$ cat src/logic/pswrc_pkg.sv
package pswrc_pkg;
	// ****************************************
	// Timing at the 250 MHz system clock
	// ****************************************
	localparam int unsigned CLK_KHZ      = 250000;
	localparam int unsigned PULSE_MS     = 50;
	localparam int unsigned PULSE_CYC    = PULSE_MS * CLK_KHZ;
	localparam int unsigned RESUME_US    = 1000;
	localparam int unsigned RESUME_CYC   = RESUME_US * CLK_KHZ / 1000;
	localparam int unsigned RESUME_MAX   = 2 * CLK_KHZ;
	localparam int unsigned PHY_RST_US   = 100;
	localparam int unsigned PHY_RST_CYC  = PHY_RST_US * CLK_KHZ / 1000;
	localparam int unsigned SOFT_RST_US  = 2;
	localparam int unsigned SOFT_RST_CYC = SOFT_RST_US * CLK_KHZ / 1000;
	localparam int unsigned TMR_W        = 24;

	// ****************************************
	// Register offsets
	// ****************************************
	localparam logic [7:0] OFS_PWR  = 8'h00;
	localparam logic [7:0] OFS_INT  = 8'h04;
	localparam logic [7:0] OFS_IEN  = 8'h08;
	localparam logic [7:0] OFS_WAKE = 8'h0C;
	localparam logic [7:0] OFS_PHY  = 8'h10;
	localparam logic [7:0] OFS_RST  = 8'h14;
	localparam logic [7:0] OFS_NONE = 8'hFF;

	// ****************************************
	// Field positions
	// ****************************************
	localparam int PWR_READY   = 0;
	localparam int PWR_OUT_EN  = 1;
	localparam int PWR_FRM_EN  = 2;
	localparam int PWR_CAR_EN  = 3;
	localparam int PWR_PULSE   = 4;
	localparam int PWR_WST     = 5;
	localparam int PWR_PHY_RST = 10;
	localparam int PWR_SEL     = 12;
	localparam int INT_WAKE    = 0;
	localparam int PHY_GPD     = 0;
	localparam int PHY_EDPD    = 1;
	localparam int PHY_ON      = 8;
	localparam int PHY_EFLAG   = 9;
	localparam int RST_SOFT    = 0;
	localparam int RST_EBUSY   = 1;

	// ****************************************
	// Codes and states
	// ****************************************
	localparam logic [1:0] SEL_FULL    = 2'h0;
	localparam logic [1:0] SEL_LISTEN  = 2'h1;
	localparam logic [1:0] SEL_DEEP    = 2'h2;
	localparam logic [1:0] WST_NONE    = 2'h0;
	localparam logic [1:0] WST_CARRIER = 2'h1;
	localparam logic [1:0] WST_FRAME   = 2'h2;
	localparam logic [2:0] HSIZE_WORD  = 3'h2;

	typedef enum logic [1:0] {
		ST_FULL,
		ST_LISTEN,
		ST_DEEP,
		ST_RESUME
	} pswrc_state_t;
endpackage : pswrc_pkg

$ cat src/logic/pswrc_timer.sv
`timescale 1ns/1ps
module pswrc_timer #(
	parameter int unsigned W   = 24,
	parameter int unsigned CNT = 1
) (
	// Clock and reset
	input  wire logic i_clk,
	input  wire logic i_rst,
	// Control
	input  wire logic i_start,
	input  wire logic i_stop,
	// Status
	output logic      o_busy,
	output logic      o_done
);
	// ****************************************
	// Parameter check
	// ****************************************
	if (CNT == 0 || W > 31 || CNT > (32'h1 << W) - 1) begin : g_bad
		$error("pswrc_timer: CNT does not fit W");
	end

	logic [W-1:0] cnt;
	logic [W-1:0] next_cnt;
	logic         next_done;

	// Next count: stop wins over start
	always_comb begin
		next_cnt  = cnt;
		next_done = 1'b0;
		if (i_stop) begin
			next_cnt = '0;
		end else if (i_start) begin
			next_cnt = CNT[W-1:0];
		end else if (cnt != '0) begin
			next_cnt  = cnt - 1'b1;
			next_done = (cnt == {{(W-1){1'b0}}, 1'b1});
		end
	end

	// Count register
	always_ff @(posedge i_clk or posedge i_rst) begin
		if (i_rst) begin
			cnt    <= '0;
			o_done <= 1'b0;
		end else begin
			cnt    <= next_cnt;
			o_done <= next_done;
		end
	end

	assign o_busy = (cnt != '0);
endmodule : pswrc_timer

$ cat src/logic/pswrc_rst_dist.sv
`timescale 1ns/1ps
module pswrc_rst_dist (
	// Clock and power-on reset
	input  wire logic i_clk,
	input  wire logic i_rst,
	// Reset sources
	input  wire logic i_ext,
	input  wire logic i_soft,
	input  wire logic i_phy,
	// Reset outputs
	output logic      o_rst_pll,
	output logic      o_rst_host,
	output logic      o_rst_keep,
	output logic      o_rst_mii,
	output logic      o_rst_mac,
	output logic      o_rst_phy,
	output logic      o_reload,
	output logic      o_strap
);
	logic       por;
	logic       full_q;
	logic       soft_q;
	logic       full;
	logic [7:0] rv;
	logic [7:0] next_rv;

	// Power-on and pin reset act alike
	assign full = por | i_ext;

	// Which circuitry each source clears
	always_comb begin
		next_rv[0] = full;
		next_rv[1] = full | i_soft;
		next_rv[2] = full;
		next_rv[3] = full | i_soft;
		next_rv[4] = full | i_soft;
		next_rv[5] = full | i_phy;
		next_rv[6] = (full_q & ~full) | (soft_q & ~i_soft);
		next_rv[7] = full_q & ~full;
	end

	// Output and edge registers
	always_ff @(posedge i_clk or posedge i_rst) begin
		if (i_rst) begin
			por    <= 1'b1;
			full_q <= 1'b1;
			soft_q <= 1'b0;
			rv     <= 8'h3F;
		end else begin
			por    <= 1'b0;
			full_q <= full;
			soft_q <= i_soft;
			rv     <= next_rv;
		end
	end

	assign {o_strap, o_reload, o_rst_phy, o_rst_mac} = rv[7:4];
	assign {o_rst_mii, o_rst_keep, o_rst_host, o_rst_pll} = rv[3:0];
endmodule : pswrc_rst_dist

$ cat src/logic/pswrc_top.sv
`timescale 1ns/1ps
module pswrc_top #(
	parameter int unsigned P_PULSE_CYC  = pswrc_pkg::PULSE_CYC,
	parameter int unsigned P_RESUME_CYC = pswrc_pkg::RESUME_CYC,
	parameter int unsigned P_PHY_CYC    = pswrc_pkg::PHY_RST_CYC
) (
	// Clock and reset
	input  wire logic        I_SYS_CLK,
	input  wire logic        I_SYS_RST,
	input  wire logic        I_EXT_RESET_N,
	// AHB-Lite slave
	input  wire logic        I_HSEL,
	input  wire logic [31:0] I_HADDR,
	input  wire logic [1:0]  I_HTRANS,
	input  wire logic        I_HWRITE,
	input  wire logic [2:0]  I_HSIZE,
	input  wire logic [31:0] I_HWDATA,
	input  wire logic        I_HREADY,
	output logic      [31:0] O_HRDATA,
	output logic             O_HREADYOUT,
	output logic             O_HRESP,
	// Wake and line events
	input  wire logic        I_FRAME_WAKE,
	input  wire logic        I_LINE_ENERGY,
	input  wire logic        I_EEPROM_DONE,
	// Wake indication
	output logic             O_WAKE_EVENT,
	output logic             O_HOST_IRQ,
	// Clock gating and PHY power
	output logic             O_INT_CLK_EN,
	output logic             O_MAC_CLK_EN,
	output logic             O_HOST_CLK_EN,
	output logic             O_RX_PM_EN,
	output logic             O_WAKE_DET_EN,
	output logic             O_PHY_POWER,
	// Reset distribution
	output logic             O_RST_PLL,
	output logic             O_RST_HOST,
	output logic             O_RST_KEEP,
	output logic             O_RST_MII,
	output logic             O_RST_MAC,
	output logic             O_RST_PHY,
	output logic             O_EEPROM_LOAD,
	output logic             O_STRAP_LATCH
);
	// ****************************************
	// Parameter check
	// ****************************************
	if (P_RESUME_CYC == 0 || P_RESUME_CYC > pswrc_pkg::RESUME_MAX)
	begin : g_bad
		$error("pswrc_top: resume delay over 2 ms");
	end

	// ****************************************
	// Declarations
	// ****************************************
	pswrc_pkg::pswrc_state_t state;
	pswrc_pkg::pswrc_state_t next_state;
	logic        out_en, frm_en, car_en, pls_sel;
	logic        interrupt_status_register, int_en, gpd, edpd, eflag, ebusy;
	logic        energy_q, src_q;
	logic [1:0]  wst;
	logic        next_out_en, next_frm_en, next_car_en, next_pls_sel;
	logic        next_interrupt_status_register, next_int_en, next_gpd, next_edpd;
	logic        next_eflag, next_ebusy, next_energy_q, next_src_q;
	logic [1:0]  next_wst;
	logic        dp_wr, dp_rd, rd_ok;
	logic [7:0]  dp_addr;
	logic        next_dp_wr, next_dp_rd, next_rd_ok;
	logic [7:0]  next_dp_addr;
	logic [31:0] next_hrdata;
	logic        ready, sleep, acc, we, wake_wr, ext;
	logic        frame_ev, car_ev, src;
	logic        pls_busy, res_busy, res_done, phy_busy, soft_busy;
	logic        phy_start, soft_start, reload;

	// ****************************************
	// Read decode
	// ****************************************
	function automatic logic [31:0] rd_mux(input logic [7:0] a);
		logic [31:0] d;
		d = '0;
		case (a)
			pswrc_pkg::OFS_PWR: begin
				d[pswrc_pkg::PWR_READY]   = ready;
				d[pswrc_pkg::PWR_OUT_EN]  = out_en;
				d[pswrc_pkg::PWR_FRM_EN]  = frm_en;
				d[pswrc_pkg::PWR_CAR_EN]  = car_en;
				d[pswrc_pkg::PWR_PULSE]   = pls_sel;
				d[pswrc_pkg::PWR_WST+:2]  = wst;
				d[pswrc_pkg::PWR_PHY_RST] = phy_busy;
				d[pswrc_pkg::PWR_SEL+:2]  = (state == pswrc_pkg::ST_LISTEN) ?
					pswrc_pkg::SEL_LISTEN : (state == pswrc_pkg::ST_DEEP) ?
					pswrc_pkg::SEL_DEEP : pswrc_pkg::SEL_FULL;
			end
			pswrc_pkg::OFS_INT: d[pswrc_pkg::INT_WAKE] = interrupt_status_register;
			pswrc_pkg::OFS_IEN: d[pswrc_pkg::INT_WAKE] = int_en;
			pswrc_pkg::OFS_PHY: begin
				d[pswrc_pkg::PHY_GPD]   = gpd;
				d[pswrc_pkg::PHY_EDPD]  = edpd;
				d[pswrc_pkg::PHY_ON]    = O_PHY_POWER;
				d[pswrc_pkg::PHY_EFLAG] = eflag;
			end
			pswrc_pkg::OFS_RST: begin
				d[pswrc_pkg::RST_SOFT]  = soft_busy;
				d[pswrc_pkg::RST_EBUSY] = ebusy;
			end
			default: d = '0;
		endcase
		if (!ready && a != pswrc_pkg::OFS_PWR) begin
			d = '0;
		end
		return d;
	endfunction : rd_mux

	// ****************************************
	// Decodes
	// ****************************************
	assign ext      = ~I_EXT_RESET_N;
	assign ready    = (state == pswrc_pkg::ST_FULL);
	assign sleep    = (state == pswrc_pkg::ST_LISTEN) ||
		(state == pswrc_pkg::ST_DEEP);
	assign acc      = I_HSEL & I_HTRANS[1] & I_HREADY &
		(I_HSIZE == pswrc_pkg::HSIZE_WORD);
	assign we       = dp_wr & (ready | dp_addr == pswrc_pkg::OFS_WAKE);
	assign wake_wr  = dp_wr & sleep & (dp_addr == pswrc_pkg::OFS_WAKE);
	assign frame_ev = I_FRAME_WAKE & (state == pswrc_pkg::ST_LISTEN);
	assign car_ev   = I_LINE_ENERGY & (state == pswrc_pkg::ST_DEEP);
	// Wake source, also the interrupt source
	assign src = (wst == pswrc_pkg::WST_FRAME & frm_en) |
		(wst == pswrc_pkg::WST_CARRIER & car_en);
	assign soft_start = we & (dp_addr == pswrc_pkg::OFS_RST) &
		I_HWDATA[pswrc_pkg::RST_SOFT];
	// PHY reset from control bit or powerdown release
	assign phy_start = (we & (dp_addr == pswrc_pkg::OFS_PWR) &
		I_HWDATA[pswrc_pkg::PWR_PHY_RST]) | (gpd & ~next_gpd);

	// ****************************************
	// Power, wake and status registers
	// ****************************************
	always_comb begin
		next_state    = state;
		next_out_en   = out_en;
		next_frm_en   = frm_en;
		next_car_en   = car_en;
		next_pls_sel  = pls_sel;
		next_wst      = wst;
		next_interrupt_status_register  = interrupt_status_register;
		next_int_en   = int_en;
		next_gpd      = gpd;
		next_edpd     = edpd;
		next_eflag    = eflag;
		next_ebusy    = ebusy;
		next_energy_q = I_LINE_ENERGY;
		next_src_q    = src;
		if (we && dp_addr == pswrc_pkg::OFS_PWR) begin
			next_out_en  = I_HWDATA[pswrc_pkg::PWR_OUT_EN];
			next_frm_en  = I_HWDATA[pswrc_pkg::PWR_FRM_EN];
			next_car_en  = I_HWDATA[pswrc_pkg::PWR_CAR_EN];
			next_pls_sel = I_HWDATA[pswrc_pkg::PWR_PULSE];
			next_wst     = wst & ~I_HWDATA[pswrc_pkg::PWR_WST+:2];
			if (I_HWDATA[pswrc_pkg::PWR_SEL+:2] == pswrc_pkg::SEL_LISTEN) begin
				next_state = pswrc_pkg::ST_LISTEN;
			end else if (I_HWDATA[pswrc_pkg::PWR_SEL+:2] ==
				pswrc_pkg::SEL_DEEP) begin
				next_state = pswrc_pkg::ST_DEEP;
			end
		end
		if (wake_wr) begin
			next_state = pswrc_pkg::ST_RESUME;
		end
		if (res_done) begin
			next_state = pswrc_pkg::ST_FULL;
		end
		// Detections win over a clearing write
		if (frame_ev) begin
			next_wst = pswrc_pkg::WST_FRAME;
		end
		if (car_ev) begin
			next_wst = pswrc_pkg::WST_CARRIER;
		end
		if (we && dp_addr == pswrc_pkg::OFS_INT &&
			I_HWDATA[pswrc_pkg::INT_WAKE] && !src) begin
			next_interrupt_status_register = 1'b0;
		end
		if (src) begin
			next_interrupt_status_register = 1'b1;
		end
		if (we && dp_addr == pswrc_pkg::OFS_IEN) begin
			next_int_en = I_HWDATA[pswrc_pkg::INT_WAKE];
		end
		if (we && dp_addr == pswrc_pkg::OFS_PHY) begin
			next_gpd  = I_HWDATA[pswrc_pkg::PHY_GPD];
			next_edpd = I_HWDATA[pswrc_pkg::PHY_EDPD];
			if (I_HWDATA[pswrc_pkg::PHY_EFLAG]) begin
				next_eflag = 1'b0;
			end
		end
		if (edpd && I_LINE_ENERGY && !energy_q) begin
			next_eflag = 1'b1;
		end
		if (I_EEPROM_DONE) begin
			next_ebusy = 1'b0;
		end
		if (reload) begin
			next_ebusy = 1'b1;
		end
		// Pin reset clears state, controls and flags; ebusy is left to the reload
		if (ext) begin
			next_state   = pswrc_pkg::ST_FULL;
			next_out_en  = 1'b0;
			next_frm_en  = 1'b0;
			next_car_en  = 1'b0;
			next_pls_sel = 1'b0;
			next_wst     = pswrc_pkg::WST_NONE;
			next_interrupt_status_register = 1'b0;
			next_int_en  = 1'b0;
			next_gpd     = 1'b0;
			next_edpd    = 1'b0;
			next_eflag   = 1'b0;
		end
	end

	always_ff @(posedge I_SYS_CLK or posedge I_SYS_RST) begin
		if (I_SYS_RST) begin
			state    <= pswrc_pkg::ST_FULL;
			out_en   <= 1'b0;
			frm_en   <= 1'b0;
			car_en   <= 1'b0;
			pls_sel  <= 1'b0;
			wst      <= pswrc_pkg::WST_NONE;
			interrupt_status_register  <= 1'b0;
			int_en   <= 1'b0;
			gpd      <= 1'b0;
			edpd     <= 1'b0;
			eflag    <= 1'b0;
			ebusy    <= 1'b0;
			energy_q <= 1'b0;
			src_q    <= 1'b0;
		end else begin
			state    <= next_state;
			out_en   <= next_out_en;
			frm_en   <= next_frm_en;
			car_en   <= next_car_en;
			pls_sel  <= next_pls_sel;
			wst      <= next_wst;
			interrupt_status_register  <= next_interrupt_status_register;
			int_en   <= next_int_en;
			gpd      <= next_gpd;
			edpd     <= next_edpd;
			eflag    <= next_eflag;
			ebusy    <= next_ebusy;
			energy_q <= next_energy_q;
			src_q    <= next_src_q;
		end
	end

	// ****************************************
	// Bus slave: writes zero wait, reads one wait
	// ****************************************
	always_comb begin
		next_dp_wr   = acc & I_HWRITE;
		next_dp_rd   = acc & ~I_HWRITE;
		next_dp_addr = (I_HADDR[31:8] == 24'h000000) ?
			I_HADDR[7:0] : pswrc_pkg::OFS_NONE;
		next_rd_ok   = 1'b0;
		next_hrdata  = O_HRDATA;
		if (dp_rd && !rd_ok) begin
			next_dp_wr   = 1'b0;
			next_dp_rd   = 1'b1;
			next_dp_addr = dp_addr;
			next_rd_ok   = 1'b1;
			next_hrdata  = rd_mux(dp_addr);
		end
	end

	always_ff @(posedge I_SYS_CLK or posedge I_SYS_RST) begin
		if (I_SYS_RST) begin
			dp_wr    <= 1'b0;
			dp_rd    <= 1'b0;
			rd_ok    <= 1'b0;
			dp_addr  <= 8'h00;
			O_HRDATA <= 32'h00000000;
		end else begin
			dp_wr    <= next_dp_wr;
			dp_rd    <= next_dp_rd;
			rd_ok    <= next_rd_ok;
			dp_addr  <= next_dp_addr;
			O_HRDATA <= next_hrdata;
		end
	end

	assign O_HREADYOUT = ~(dp_rd & ~rd_ok);
	assign O_HRESP     = 1'b0;

	// ****************************************
	// Timers on the always-running clock
	// ****************************************
	pswrc_timer #(.W(pswrc_pkg::TMR_W), .CNT(P_PULSE_CYC)) u_pulse (
		.i_clk(I_SYS_CLK), .i_rst(I_SYS_RST),
		.i_start(src & ~src_q), .i_stop(ext),
		.o_busy(pls_busy), .o_done());
	pswrc_timer #(.W(pswrc_pkg::TMR_W), .CNT(P_RESUME_CYC)) u_resume (
		.i_clk(I_SYS_CLK), .i_rst(I_SYS_RST),
		.i_start(wake_wr), .i_stop(ext),
		.o_busy(res_busy), .o_done(res_done));
	pswrc_timer #(.W(pswrc_pkg::TMR_W), .CNT(P_PHY_CYC)) u_phy (
		.i_clk(I_SYS_CLK), .i_rst(I_SYS_RST),
		.i_start(phy_start), .i_stop(ext),
		.o_busy(phy_busy), .o_done());
	pswrc_timer #(.W(pswrc_pkg::TMR_W), .CNT(pswrc_pkg::SOFT_RST_CYC))
	u_soft (
		.i_clk(I_SYS_CLK), .i_rst(I_SYS_RST),
		.i_start(soft_start), .i_stop(ext),
		.o_busy(soft_busy), .o_done());

	// Reset distribution
	pswrc_rst_dist u_rst (
		.i_clk(I_SYS_CLK), .i_rst(I_SYS_RST), .i_ext(ext),
		.i_soft(soft_busy), .i_phy(phy_busy),
		.o_rst_pll(O_RST_PLL), .o_rst_host(O_RST_HOST),
		.o_rst_keep(O_RST_KEEP), .o_rst_mii(O_RST_MII),
		.o_rst_mac(O_RST_MAC), .o_rst_phy(O_RST_PHY),
		.o_reload(reload), .o_strap(O_STRAP_LATCH));

	// ****************************************
	// Outputs
	// ****************************************
	// Wake pin: pulsed or static, dropped with its cause
	assign O_WAKE_EVENT  = out_en & src & (~pls_sel | pls_busy);
	assign O_HOST_IRQ    = interrupt_status_register & int_en;
	assign O_INT_CLK_EN  = (state != pswrc_pkg::ST_DEEP);
	assign O_MAC_CLK_EN  = ~sleep;
	assign O_HOST_CLK_EN = ~sleep;
	assign O_RX_PM_EN    = (state == pswrc_pkg::ST_LISTEN);
	assign O_WAKE_DET_EN = (state == pswrc_pkg::ST_LISTEN);
	// Deep sleep holds the PHY in energy-detect powerdown
	assign O_PHY_POWER   = ~gpd & ~((edpd | state == pswrc_pkg::ST_DEEP) &
		~I_LINE_ENERGY);
	assign O_EEPROM_LOAD = reload;
endmodule : pswrc_top

$ cat config.mk
export PLATFORM = sky130hd
export DESIGN_NAME = pswrc_top
export DESIGN_NICKNAME = d
export VERILOG_FILES = /design/src/logic/pswrc_pkg.sv /design/src/logic/pswrc_timer.sv /design/src/logic/pswrc_rst_dist.sv /design/src/logic/pswrc_top.sv
export SDC_FILE = /design/constraint.sdc
export NUM_CORES = 1
export LEC_CHECK = 0
export BUFFER_PORTS_ARGS = -buffer_cell sky130_fd_sc_hd__buf_2
export CAP_MARGIN = 25
export CORE_ASPECT_RATIO = 0.8
export CORE_MARGIN = 2
export CORE_UTILIZATION = 40
export DETAILED_ROUTE_END_ITERATION = 12
export SLEW_MARGIN = 25
export SYNTH_ARGS = -nofsm -noshare
export SYNTH_HDL_FRONTEND = slang
export SYNTH_SLANG_ARGS = --single-unit
export TNS_END_PERCENT = 10
$ cat constraint.sdc
create_clock -name I_SYS_CLK -period 11.9 [get_ports I_SYS_CLK]
set_input_delay 0 -clock I_SYS_CLK [delete_from_list [all_inputs] [get_ports I_SYS_CLK]]
set_output_delay 0 -clock I_SYS_CLK [all_outputs]
set_load 0.03 [all_outputs]
After elaboration in Yosys (flattened, before gate mapping)

Cells that the tools add are included.

Register bits after elaboration: 167
Bits in latches: 0
RAM bits: 0
Bits in read-only memories: 0
Input bits: 78
Output and inout bits: 50
Word-level logic and storage cells: 196
Memories: 0

$add $sub $neg: 4
Multipliers: 0
Divide/modulo/power cells: 0
$lt $le $gt $ge: 0
Equality and inequality tests: 27
Shift-type cells: 0
Mux-type cells: 61
Bitwise logic cells: 50
Reductions and logical operators: 26

Operator list:

| operator              | count |
|---|---|
| $mux 24               | 12 |
| $reduce_bool 24->1    | 4 |
| $sub 24x1->24 const B | 4 |
| $mux 1                | 30 |
| $mux 2                | 14 |
| $and 1x1->1           | 26 |
| $eq 24x1->1 const B   | 1 |
| $logic_not 24->1      | 1 |
| $ne 3x1->1 const B    | 7 |
| $eq 8x4->1 const B    | 2 |
| $eq 8x5->1 const B    | 2 |
| $mux 14               | 1 |
| $not 1->1             | 13 |
| $logic_and 1x1->1     | 10 |
| $or 1x1->1            | 9 |
| $eq 8x3->1 const B    | 1 |
| $logic_not 8->1       | 1 |
| $mux 8                | 1 |
| $ne 4x1->1 const B    | 2 |
| $reduce_bool 8->1     | 1 |
| $eq 2x1->1 const B    | 3 |
| $eq 2x2->1 const B    | 3 |
| $ne 2x1->1 const B    | 3 |
| $mux 5                | 1 |
| other kinds (12)      | 16 |

Longest topological paths before layout

Gate-level depths: netlist (run 1).

Word-level depth: 11
Mapped depth: 9

Modules after synthesis

A second synthesis (run 1) with hierarchy kept.

Cells, all modules: 857
Area, all modules: 8129.0 µm²

By module, submodules not included:

| module                 | instances | cells an instance | area each (µm²) |
|---|---|---|---|
| pswrc_top              | 1         | 227               | 2138.3 |
| pswrc_timer (u_resume) | 1         | 154               | 1466.4 |
| pswrc_timer (u_soft)   | 1         | 156               | 1436.4 |
| pswrc_timer (u_phy)    | 1         | 150               | 1425.1 |
| pswrc_timer (u_pulse)  | 1         | 152               | 1410.1 |
| pswrc_rst_dist         | 1         | 18                | 252.7 |

Worst setup path after synthesis (run 1)

OpenSTA, ideal clock, no wires.

Path kind: reg2reg
Start point: register u_pulse.cnt[18]
End point: register u_pulse.cnt[20]
Library setup time: 139 ps
Data arrival time: 2146 ps
Required time: 11761 ps
Setup slack: 9616 ps
Cell stages (with the launch flop): 8
Period minus slack after synthesis: 2284 ps
Path through: dfrtp_1 or4_4 or4_4 buf_6 or3_1 buf_2 o21ai_2 a31oi_1

Word-level cells in the longest chain between the ends: 4
Elaborated cells on any way between the ends: 6

Ends and longest elaborated chain:

| element                  | RTL line          | text |
|---|---|---|
| start: declaration       | pswrc_timer.sv:23 | `logic [W-1:0] cnt;` |
| start signal: assignment | pswrc_timer.sv:47 | `cnt <= next_cnt;` |
| $sub 24x1->24            | pswrc_timer.sv:36 | `next_cnt = cnt - 1'b1;` |
| $mux 24                  | pswrc_timer.sv:35 | `end else if (cnt != '0) begin` |
| $mux 24                  | pswrc_timer.sv:33 | `end else if (i_start) begin` |
| $mux 24                  | pswrc_timer.sv:31 | `if (i_stop) begin` |

Parallel ways exist; a longest one is shown, timed or not. The select of a mux whose other input is x is not followed.
A chain may end at the register's enable or synchronous reset.

Worst setup path in the final report (run 1)

Start point: register state[0]
End point: register wst[1]

Word-level cells in the longest chain between the ends: 5
Elaborated cells on any way between the ends: 12

Ends and longest elaborated chain:

| element                                              | RTL line                           | text |
|---|---|---|
| start: declaration                                   | pswrc_top.sv:57                    | `pswrc_pkg::pswrc_state_t state;` |
| start signal: assignment                             | pswrc_top.sv:226                   | `state <= pswrc_pkg::ST_FULL;` |
| start signal: assignment                             | pswrc_top.sv:241                   | `state <= next_state;` |
| $eq 2x1->1 / $logic_not 2->1 (equally long branches) | pswrc_top.sv:127, pswrc_top.sv:120 |  |
| $and 1x1->1 / $or 1x1->1 (equally long branches)     | pswrc_top.sv:127, pswrc_top.sv:125 |  |
| $mux 2 / $and 1x1->1 (equally long branches)         | pswrc_top.sv:176, pswrc_top.sv:125 |  |
| $mux 2 / $logic_and 1x1->1 (equally long branches)   | pswrc_top.sv:179, pswrc_top.sv:156 |  |
| $mux 2 / $ne 4x1->1 (equally long branches)          | --                                 |  |
| end signal: assignment                               | pswrc_top.sv:231                   | `wst <= pswrc_pkg::WST_NONE;` |
| end signal: assignment                               | pswrc_top.sv:246                   | `wst <= next_wst;` |
| end: declaration                                     | pswrc_top.sv:62                    | `logic [1:0] wst;` |

Parallel ways exist; a longest one is shown, timed or not.

==> flow_summary.json, run 1 <==
{
  "critPathSlowestCell": "nor3_1",
  "pwr-share-comb_pct": 46.2,
  "overflow": 0,
  "start_kind": "flop",
  "ioPinCount": 128,
  "drt-total-wl_mm": 18.1,
  "layout.cells.non_filler": 1156,
  "r2r_cells": 9,
  "viasPerCell": 5.35,
  "route.detailed.wl_per_inst_um": 15.7,
  "timing.final.crit_share_pct": 31.0,
  "fin_nets": 976,
  "power.internal_uw": 1380,
  "grt_pass1_vias": 5669,
  "pwr-share-clk_pct": 21.4,
  "cts_tree": "built",
  "crit_start": "state[0]$_DFFE_PP0P_",
  "yosysWarnings": 0,
  "ys_seq_area_share_pct": 47.3,
  "yosysUniqueCellTypes": 71,
  "p_seq_share_pct": 32.4,
  "num_antenna_cells": 0,
  "yosysMostFrequentCell": "dfrtp_1",
  "syn_inst": 787,
  "synth_edf_count": 0,
  "layout_setup_ws_ps": 8210,
  "drt-pass1-iter-count": 4,
  "syn_area_per_cell_um2": 9.64,
  "clock_path_buffers": 2,
  "ir_drop_uv": 114,
  "grtUsageTotal_pct": 19.1,
  "required_ps": 12210,
  "die_y_um": 127,
  "synth.top_cell.area_share_pct": 45.9,
  "worstHoldPathType": "input port to flop",
  "cts.sinks": 143,
  "cp_max_fo": 9,
  "end_kind": "flop",
  "synth-async-reset-ratio_pct": 100,
  "n_fill_cell": 1779,
  "crit_chain": "inv_1, ha_1, or4bb_1, nor3_1, nand2_1, a21boi_0, dlygate4sd3_1, nor2_1, dlygate4sd3_1",
  "skew_ps": 9.47,
  "crit_end": "wst[1]$_DFFE_PP0P_",
  "grt_max_degree": 81,
  "ctsHtreeMaxLevel": 4,
  "leakagePower_uw": 0.00396,
  "fmax_mhz": 271,
  "ant_nets": 0,
  "drv_cap": 0,
  "worst-setup-path-type": "flop to flop",
  "worst_pin_slew_ps": 965,
  "netSwitchingFraction_pct": 43.6,
  "fp.dieW_um": 158,
  "synthTopCellsByCount": "139 x dfrtp_1, 68 x nor2_1, 52 x nand2_1",
  "status": "completed",
  "pre_cts_ws_ps": 8630,
  "drt_iter0_drc": 387,
  "finalHoldViolCount": 0,
  "synth_area_mm2": 0.00758,
  "switching_power_uw": 1060,
  "vias": 6179,
  "grt_pass1_wl_mm": 30.2,
  "post_route_cells_drive_above_1_share_pct": 17.5,
  "final.setup.tns_ps": 0,
  "synth_area_leaders": "dfrtp_1 46%, or4_1 3.5%, nor2_1 3.4%",
  "ys_ff_latch": 143,
  "worst_skew_pair.late_latency_ps": 430,
  "core-area_mm2": 0.0188,
  "dieArea_mm2": 0.0201,
  "slew_violations": 0,
  "critPathArrivalTime_ps": 4000,
  "start_util_pct": 40.3,
  "synth_area_leader_cell": "dfrtp_1",
  "cts_root_buf": "clkbuf_16",
  "place_inst": 1096,
  "slowest_delay_ps": 750,
  "period_minus_slack_ps": 3690,
  "r2r-end": "wst[1]$_DFFE_PP0P_",
  "power.density_mw_per_mm2": 272,
  "rows": 45,
  "r2r_slack_ps": 8210,
  "hold_slack_ps": 25.0,
  "synthFlopType": "dfrtp_1",
  "relSlewSlack_pct": 35.2,
  "drc_errors": 0,
  "path_common_cell": "dlygate4sd3_1",
  "hpwl_mm": 12.2,
  "antenna_found_initial": 0,
  "clk_pin_slew_worst_paths_ps": 70,
  "io_buffer_count": 84,
  "area_delta_synth_final_pct": 18.3,
  "setup_violations": 0,
  "cts_buffers": 17,
  "place.gp.congestion": 0.782,
  "rsz0062_at_grt": "no",
  "r2r-start": "state[0]$_DFFE_PP0P_"
}
worst max-delay path: cells and delay by family (launching register included):
family / cells / cell delay, ps
simple gates: 4 / 1330
buf+inv: 3 / 1250
flops: 1 / 410
compound gates: 1 / 210
fa+ha+maj: 1 / 370
cell usage in the layout (no fill, tap or decap), types with 24 or more instances in the layout:
cell / count
dlygate4sd3_1: 28
buf_2: 84
or4_1: 35
dfrtp_1: 139
xor2_1: 24
nor2_1: 68
or3_1: 33
o21ai_0: 33
a21oi_1: 49
nor4_1: 26
nand2_1: 52
flip-flops by register name, indices dropped and copies added, names as in the netlist, 2 cells and up:
name and count:
u_phy.cnt 24, u_pulse.cnt 24, u_resume.cnt 24, u_soft.cnt 24
O_HRDATA 12, dp_addr 8, u_rst.rv 5, state 2
wst 2
cells by family (layout without fill, tap and decap cells):
kind of cell / count (synthesis) / after routing / synth area share [%]
multiplexers: 9 / 9 / 1.22
flip-flops: 143 / 143 / 47.3
AND/OR/NAND/NOR: 323 / 323 / 24.0
XOR/XNOR: 38 / 38 / 4.39
adder cells (fa/ha/maj): 13 / 13 / 2.14
AO/OA/AOI/OAI: 181 / 181 / 15.5
other: 1 / 22 / 0.0494
buffers and inverters: 79 / 169 / 5.48
how the worst min path moves through the flow:
stage | from | to | cells past startpoint
finish | I_HWDATA[13] | state[1]$_DFFE_PP0P_ | 3
floorplan | I_LINE_ENERGY | energy_q$_DFF_PP0_ | 0
global route | I_HWDATA[13] | state[1]$_DFFE_PP0P_ | 3
global placement | I_SYS_RST | u_phy.cnt[20]$_DFFE_PP0P_ | 2
detailed placement | I_SYS_RST | u_phy.cnt[20]$_DFFE_PP0P_ | 2
CTS | I_HWDATA[13] | state[1]$_DFFE_PP0P_ | 3
layer usage:
| layer | wire (µm) | GRT usage, % |
|---|---|---|
| met5 | 0 | 0 |
| met4 | 186 | 5.14 |
| met3 | 791 | 4.00 |
| met2 | 7960 | 27.5 |
| met1 | 9170 | 29.0 |
timing repair:
action | 4_1_cts | 5_1_grt
hold buffers | 28 | 0
endpoints found under the hold margin | 87 | 0
gates resized for setup | 0 | 0
setup buffers | 0 | 0
cell type report:
| type | instances | area (µm²) | area share, % |
|---|---|---|---|
| clock buffer | 18 | 439 | 4.89 |
| timing repair buffer | 116 | 734 | 8.19 |
| sequential | 143 | 3580 | 39.9 |
| multi-input combinational | 586 | 3680 | 41.0 |
| clock inverter | 14 | 133 | 1.48 |
| tap | 258 | 323 | 3.60 |
| inverter | 21 | 83.8 | 0.934 |
metrics by stage:
step	total power [µW]	utilization (%)	instance area, µm²
6_report	2440	47.7	8970
5_1_grt	2660	47.7	8970
4_1_cts	2440	47.6	8960
3_5_place_dp	1900	43.1	8100
3_3_place_gp	1890	43.1	8100
2_1_floorplan	1690	-	7660
power by group through the flow:
stage	Combinational (µW)	Clock (µW)	Sequential [µW]
6_report	1130	522	791
5_1_grt	1290	555	817
4_1_cts	1120	530	789
3_5_place_dp	1110	0	791
3_3_place_gp	1090	0	792
2_1_floorplan	928	0	758
No activity file was read; power rests on OpenSTA's default activity.
==> run 2, diff against run 1 <==
- clock period: 11.9 -> 3.4 ns (I/O delays scaled with it)
==> run 2 against run 1 <==
Sequential power grew to 3.5 times the previous value. Clock skew is 1.6 ps higher. Utilization increased by 1.0 points. Clock power increased to 4.1 times the previous value. Largest cell class unchanged. Highest routed layer unchanged.
==> flow_summary.json, run 2 (synthesized netlist as in run 1, its figures left out) <==
{
  "status": "completed",
  "antenna_found_initial": 0,
  "layout_commonest_cell": "dfrtp_1",
  "post_route_cells_drive_above_1_share_pct": 18.1,
  "setup_violations": 0,
  "cts_root_buf": "clkbuf_16",
  "grtUsageTotal_pct": 19.2,
  "end_kind": "flop",
  "dpl_cell_area_mm2": 0.00821,
  "worstHoldPathType": "input port to async pin",
  "route.detailed.wl_per_inst_um": 15.6,
  "power.density_mw_per_mm2": 977,
  "place_inst": 1108,
  "finalHoldViolCount": 0,
  "critPathArrivalTime_ps": 3470,
  "period_minus_slack_ps": 3170,
  "layout_common_cells": "139 x dfrtp_1, 84 x buf_2, 68 x nor2_1, 52 x nand2_1, 49 x a21oi_1",
  "clk_pin_slew_worst_paths_ps": 70,
  "fp.dieW_um": 158,
  "slew_violations": 0,
  "worst_skew_pair.late_latency_ps": 420,
  "fmax_mhz": 315,
  "leakagePower_uw": 0.00407,
  "worst-setup-path-type": "flop to flop",
  "r2r_cells": 10,
  "critPathSlowestCell": "dlygate4sd3_1",
  "place.gp.congestion": 0.798,
  "rows": 45,
  "io_buffer_count": 84,
  "skew_ps": 11.1,
  "stdcell_area_mm2": 0.00917,
  "fin_nets": 989,
  "core-area_mm2": 0.0188,
  "start_util_pct": 40.3,
  "drv_cap": 0,
  "cp_max_fo": 9,
  "ant_nets": 0,
  "clock_path_buffers": 2,
  "layout.cells.non_filler": 1169,
  "cts_setup_buffers": 0,
  "ctsHtreeMaxLevel": 4,
  "hpwl_mm": 12.4,
  "path_common_cell": "dlygate4sd3_1",
  "drt-total-wl_mm": 18.2,
  "start_kind": "flop",
  "worst_pin_slew_ps": 806,
  "crit_chain": "inv_1, ha_1, or4bb_1, nor3_1, buf_4, nand2_1, a21boi_0, dlygate4sd3_1, nor2_1, dlygate4sd3_1",
  "required_ps": 3700,
  "grt_pass1_vias": 6034,
  "rsz0062_at_grt": "no",
  "slowest_delay_ps": 570,
  "dieArea_mm2": 0.0201,
  "overflow": 0,
  "drt_iter0_drc": 403,
  "cts_buffers": 17,
  "cts_tree": "built",
  "final.setup.tns_ps": 0,
  "viasPerCell": 5.35,
  "ir_drop_uv": 536,
  "ioPinCount": 128,
  "relSlewSlack_pct": 46.2,
  "die_y_um": 127,
  "grt_pass1_wl_mm": 30.9,
  "drc_errors": 0,
  "drt-pass1-iter-count": 5,
  "num_antenna_cells": 0,
  "timing.final.crit_share_pct": 93.3,
  "vias": 6259,
  "cts.sinks": 143,
  "grt_max_degree": 104,
  "area_delta_synth_final_pct": 20.9
}
run 2: cell count changes in the layout (fill, tap and decap cells not counted), sizes merged:
cell | before | now
dlygate4sd3 | 28 | 29
buf | 88 | 100
clkinvlp | 5 | 3
inv | 26 | 20
bufinv | 1 | 6
clkinv | 3 | 6
run 2: final cells by class:
| type | instances | area (µm²) |
|---|---|---|
| Sequential cell | 143 | 3580 |
| Timing Repair Buffer | 129 | 843 |
| Inverter | 21 | 82.6 |
| Tap cell | 258 | 323 |
| Multi-Input combinational cell | 586 | 3660 |
| Clock buffer | 18 | 429 |
| Clock inverter | 14 | 240 |
| Fill cell | 1780 | 9640 |
run 2: power breakdown:
| group | leakage, µW | internal [µW] | switching [µW] | total (µW) |
|---|---|---|---|---|
| Combinational | 0.00187 | 1650 | 2410 | 4060 |
| Sequential | 0.00189 | 2230 | 545 | 2770 |
| Clock | 0.000320 | 1380 | 749 | 2130 |
| Total | 0.00407 | 5250 | 3700 | 8950 |
run 2: path summary, 6_finish.rpt:
check,start,to,slack (ps)
max in group asynchronous,I_SYS_RST,u_rst.rv[2]$_DFF_PP1_,2440
min in group I_SYS_CLK,I_HADDR[24],dp_addr[4]$_DFFE_PP0N_,170
hold / removal,I_SYS_RST,O_HRDATA[12]$_DFFE_PP0P_,110
setup / recovery,state[0]$_DFFE_PP0P_,wst[1]$_DFFE_PP0P_,230
setup reg to reg,state[0]$_DFFE_PP0P_,wst[1]$_DFFE_PP0P_,230
hold reg to reg,u_rst.rv[6]$_DFF_PP0_,ebusy$_DFFE_PP0P_,450
run 2: worst max-delay path, delay by kind of cell (launching register included):
family	cells	cell delay, ps
AO/OA/AOI/OAI	1	180
buffers and inverters	4	1430
adder cells (fa/ha/maj)	1	350
flip-flops	1	400
AND/OR/NAND/NOR	4	690
run 2: through the flow:
stage | util (%) | total power, µW | hold WS, ps | setup slack (ps)
6_report | 48.7 | 8950 | 109 | 228
3_3_place_gp | 43.6 | 6720 | -3.83 | 722
5_1_grt | 48.7 | 9720 | 129 | 45.6
3_5_place_dp | 43.6 | 6780 | -2.49 | 747
4_1_cts | 48.7 | 8980 | 89.5 | 252
2_1_floorplan | - | 5900 | 31.4 | 1120
run 2: what timing repair did:
| item | in CTS | in global routing |
|---|---|---|
| resized for setup | 0 | 0 |
| hold buffers | 29 | 0 |
| endpoints found under the hold margin | 66 | 0 |
run 2: layer usage:
metal	GRT usage (%)	part of all wire, %	wire length, µm	up-vias
met2	28.5	45	8230	79
met3	4.07	2.8	512	16
met5	0	0	0	-
met4	4.93	1.1	206	0
met1	28.4	51	9230	3075
li1	-	-	-	3089
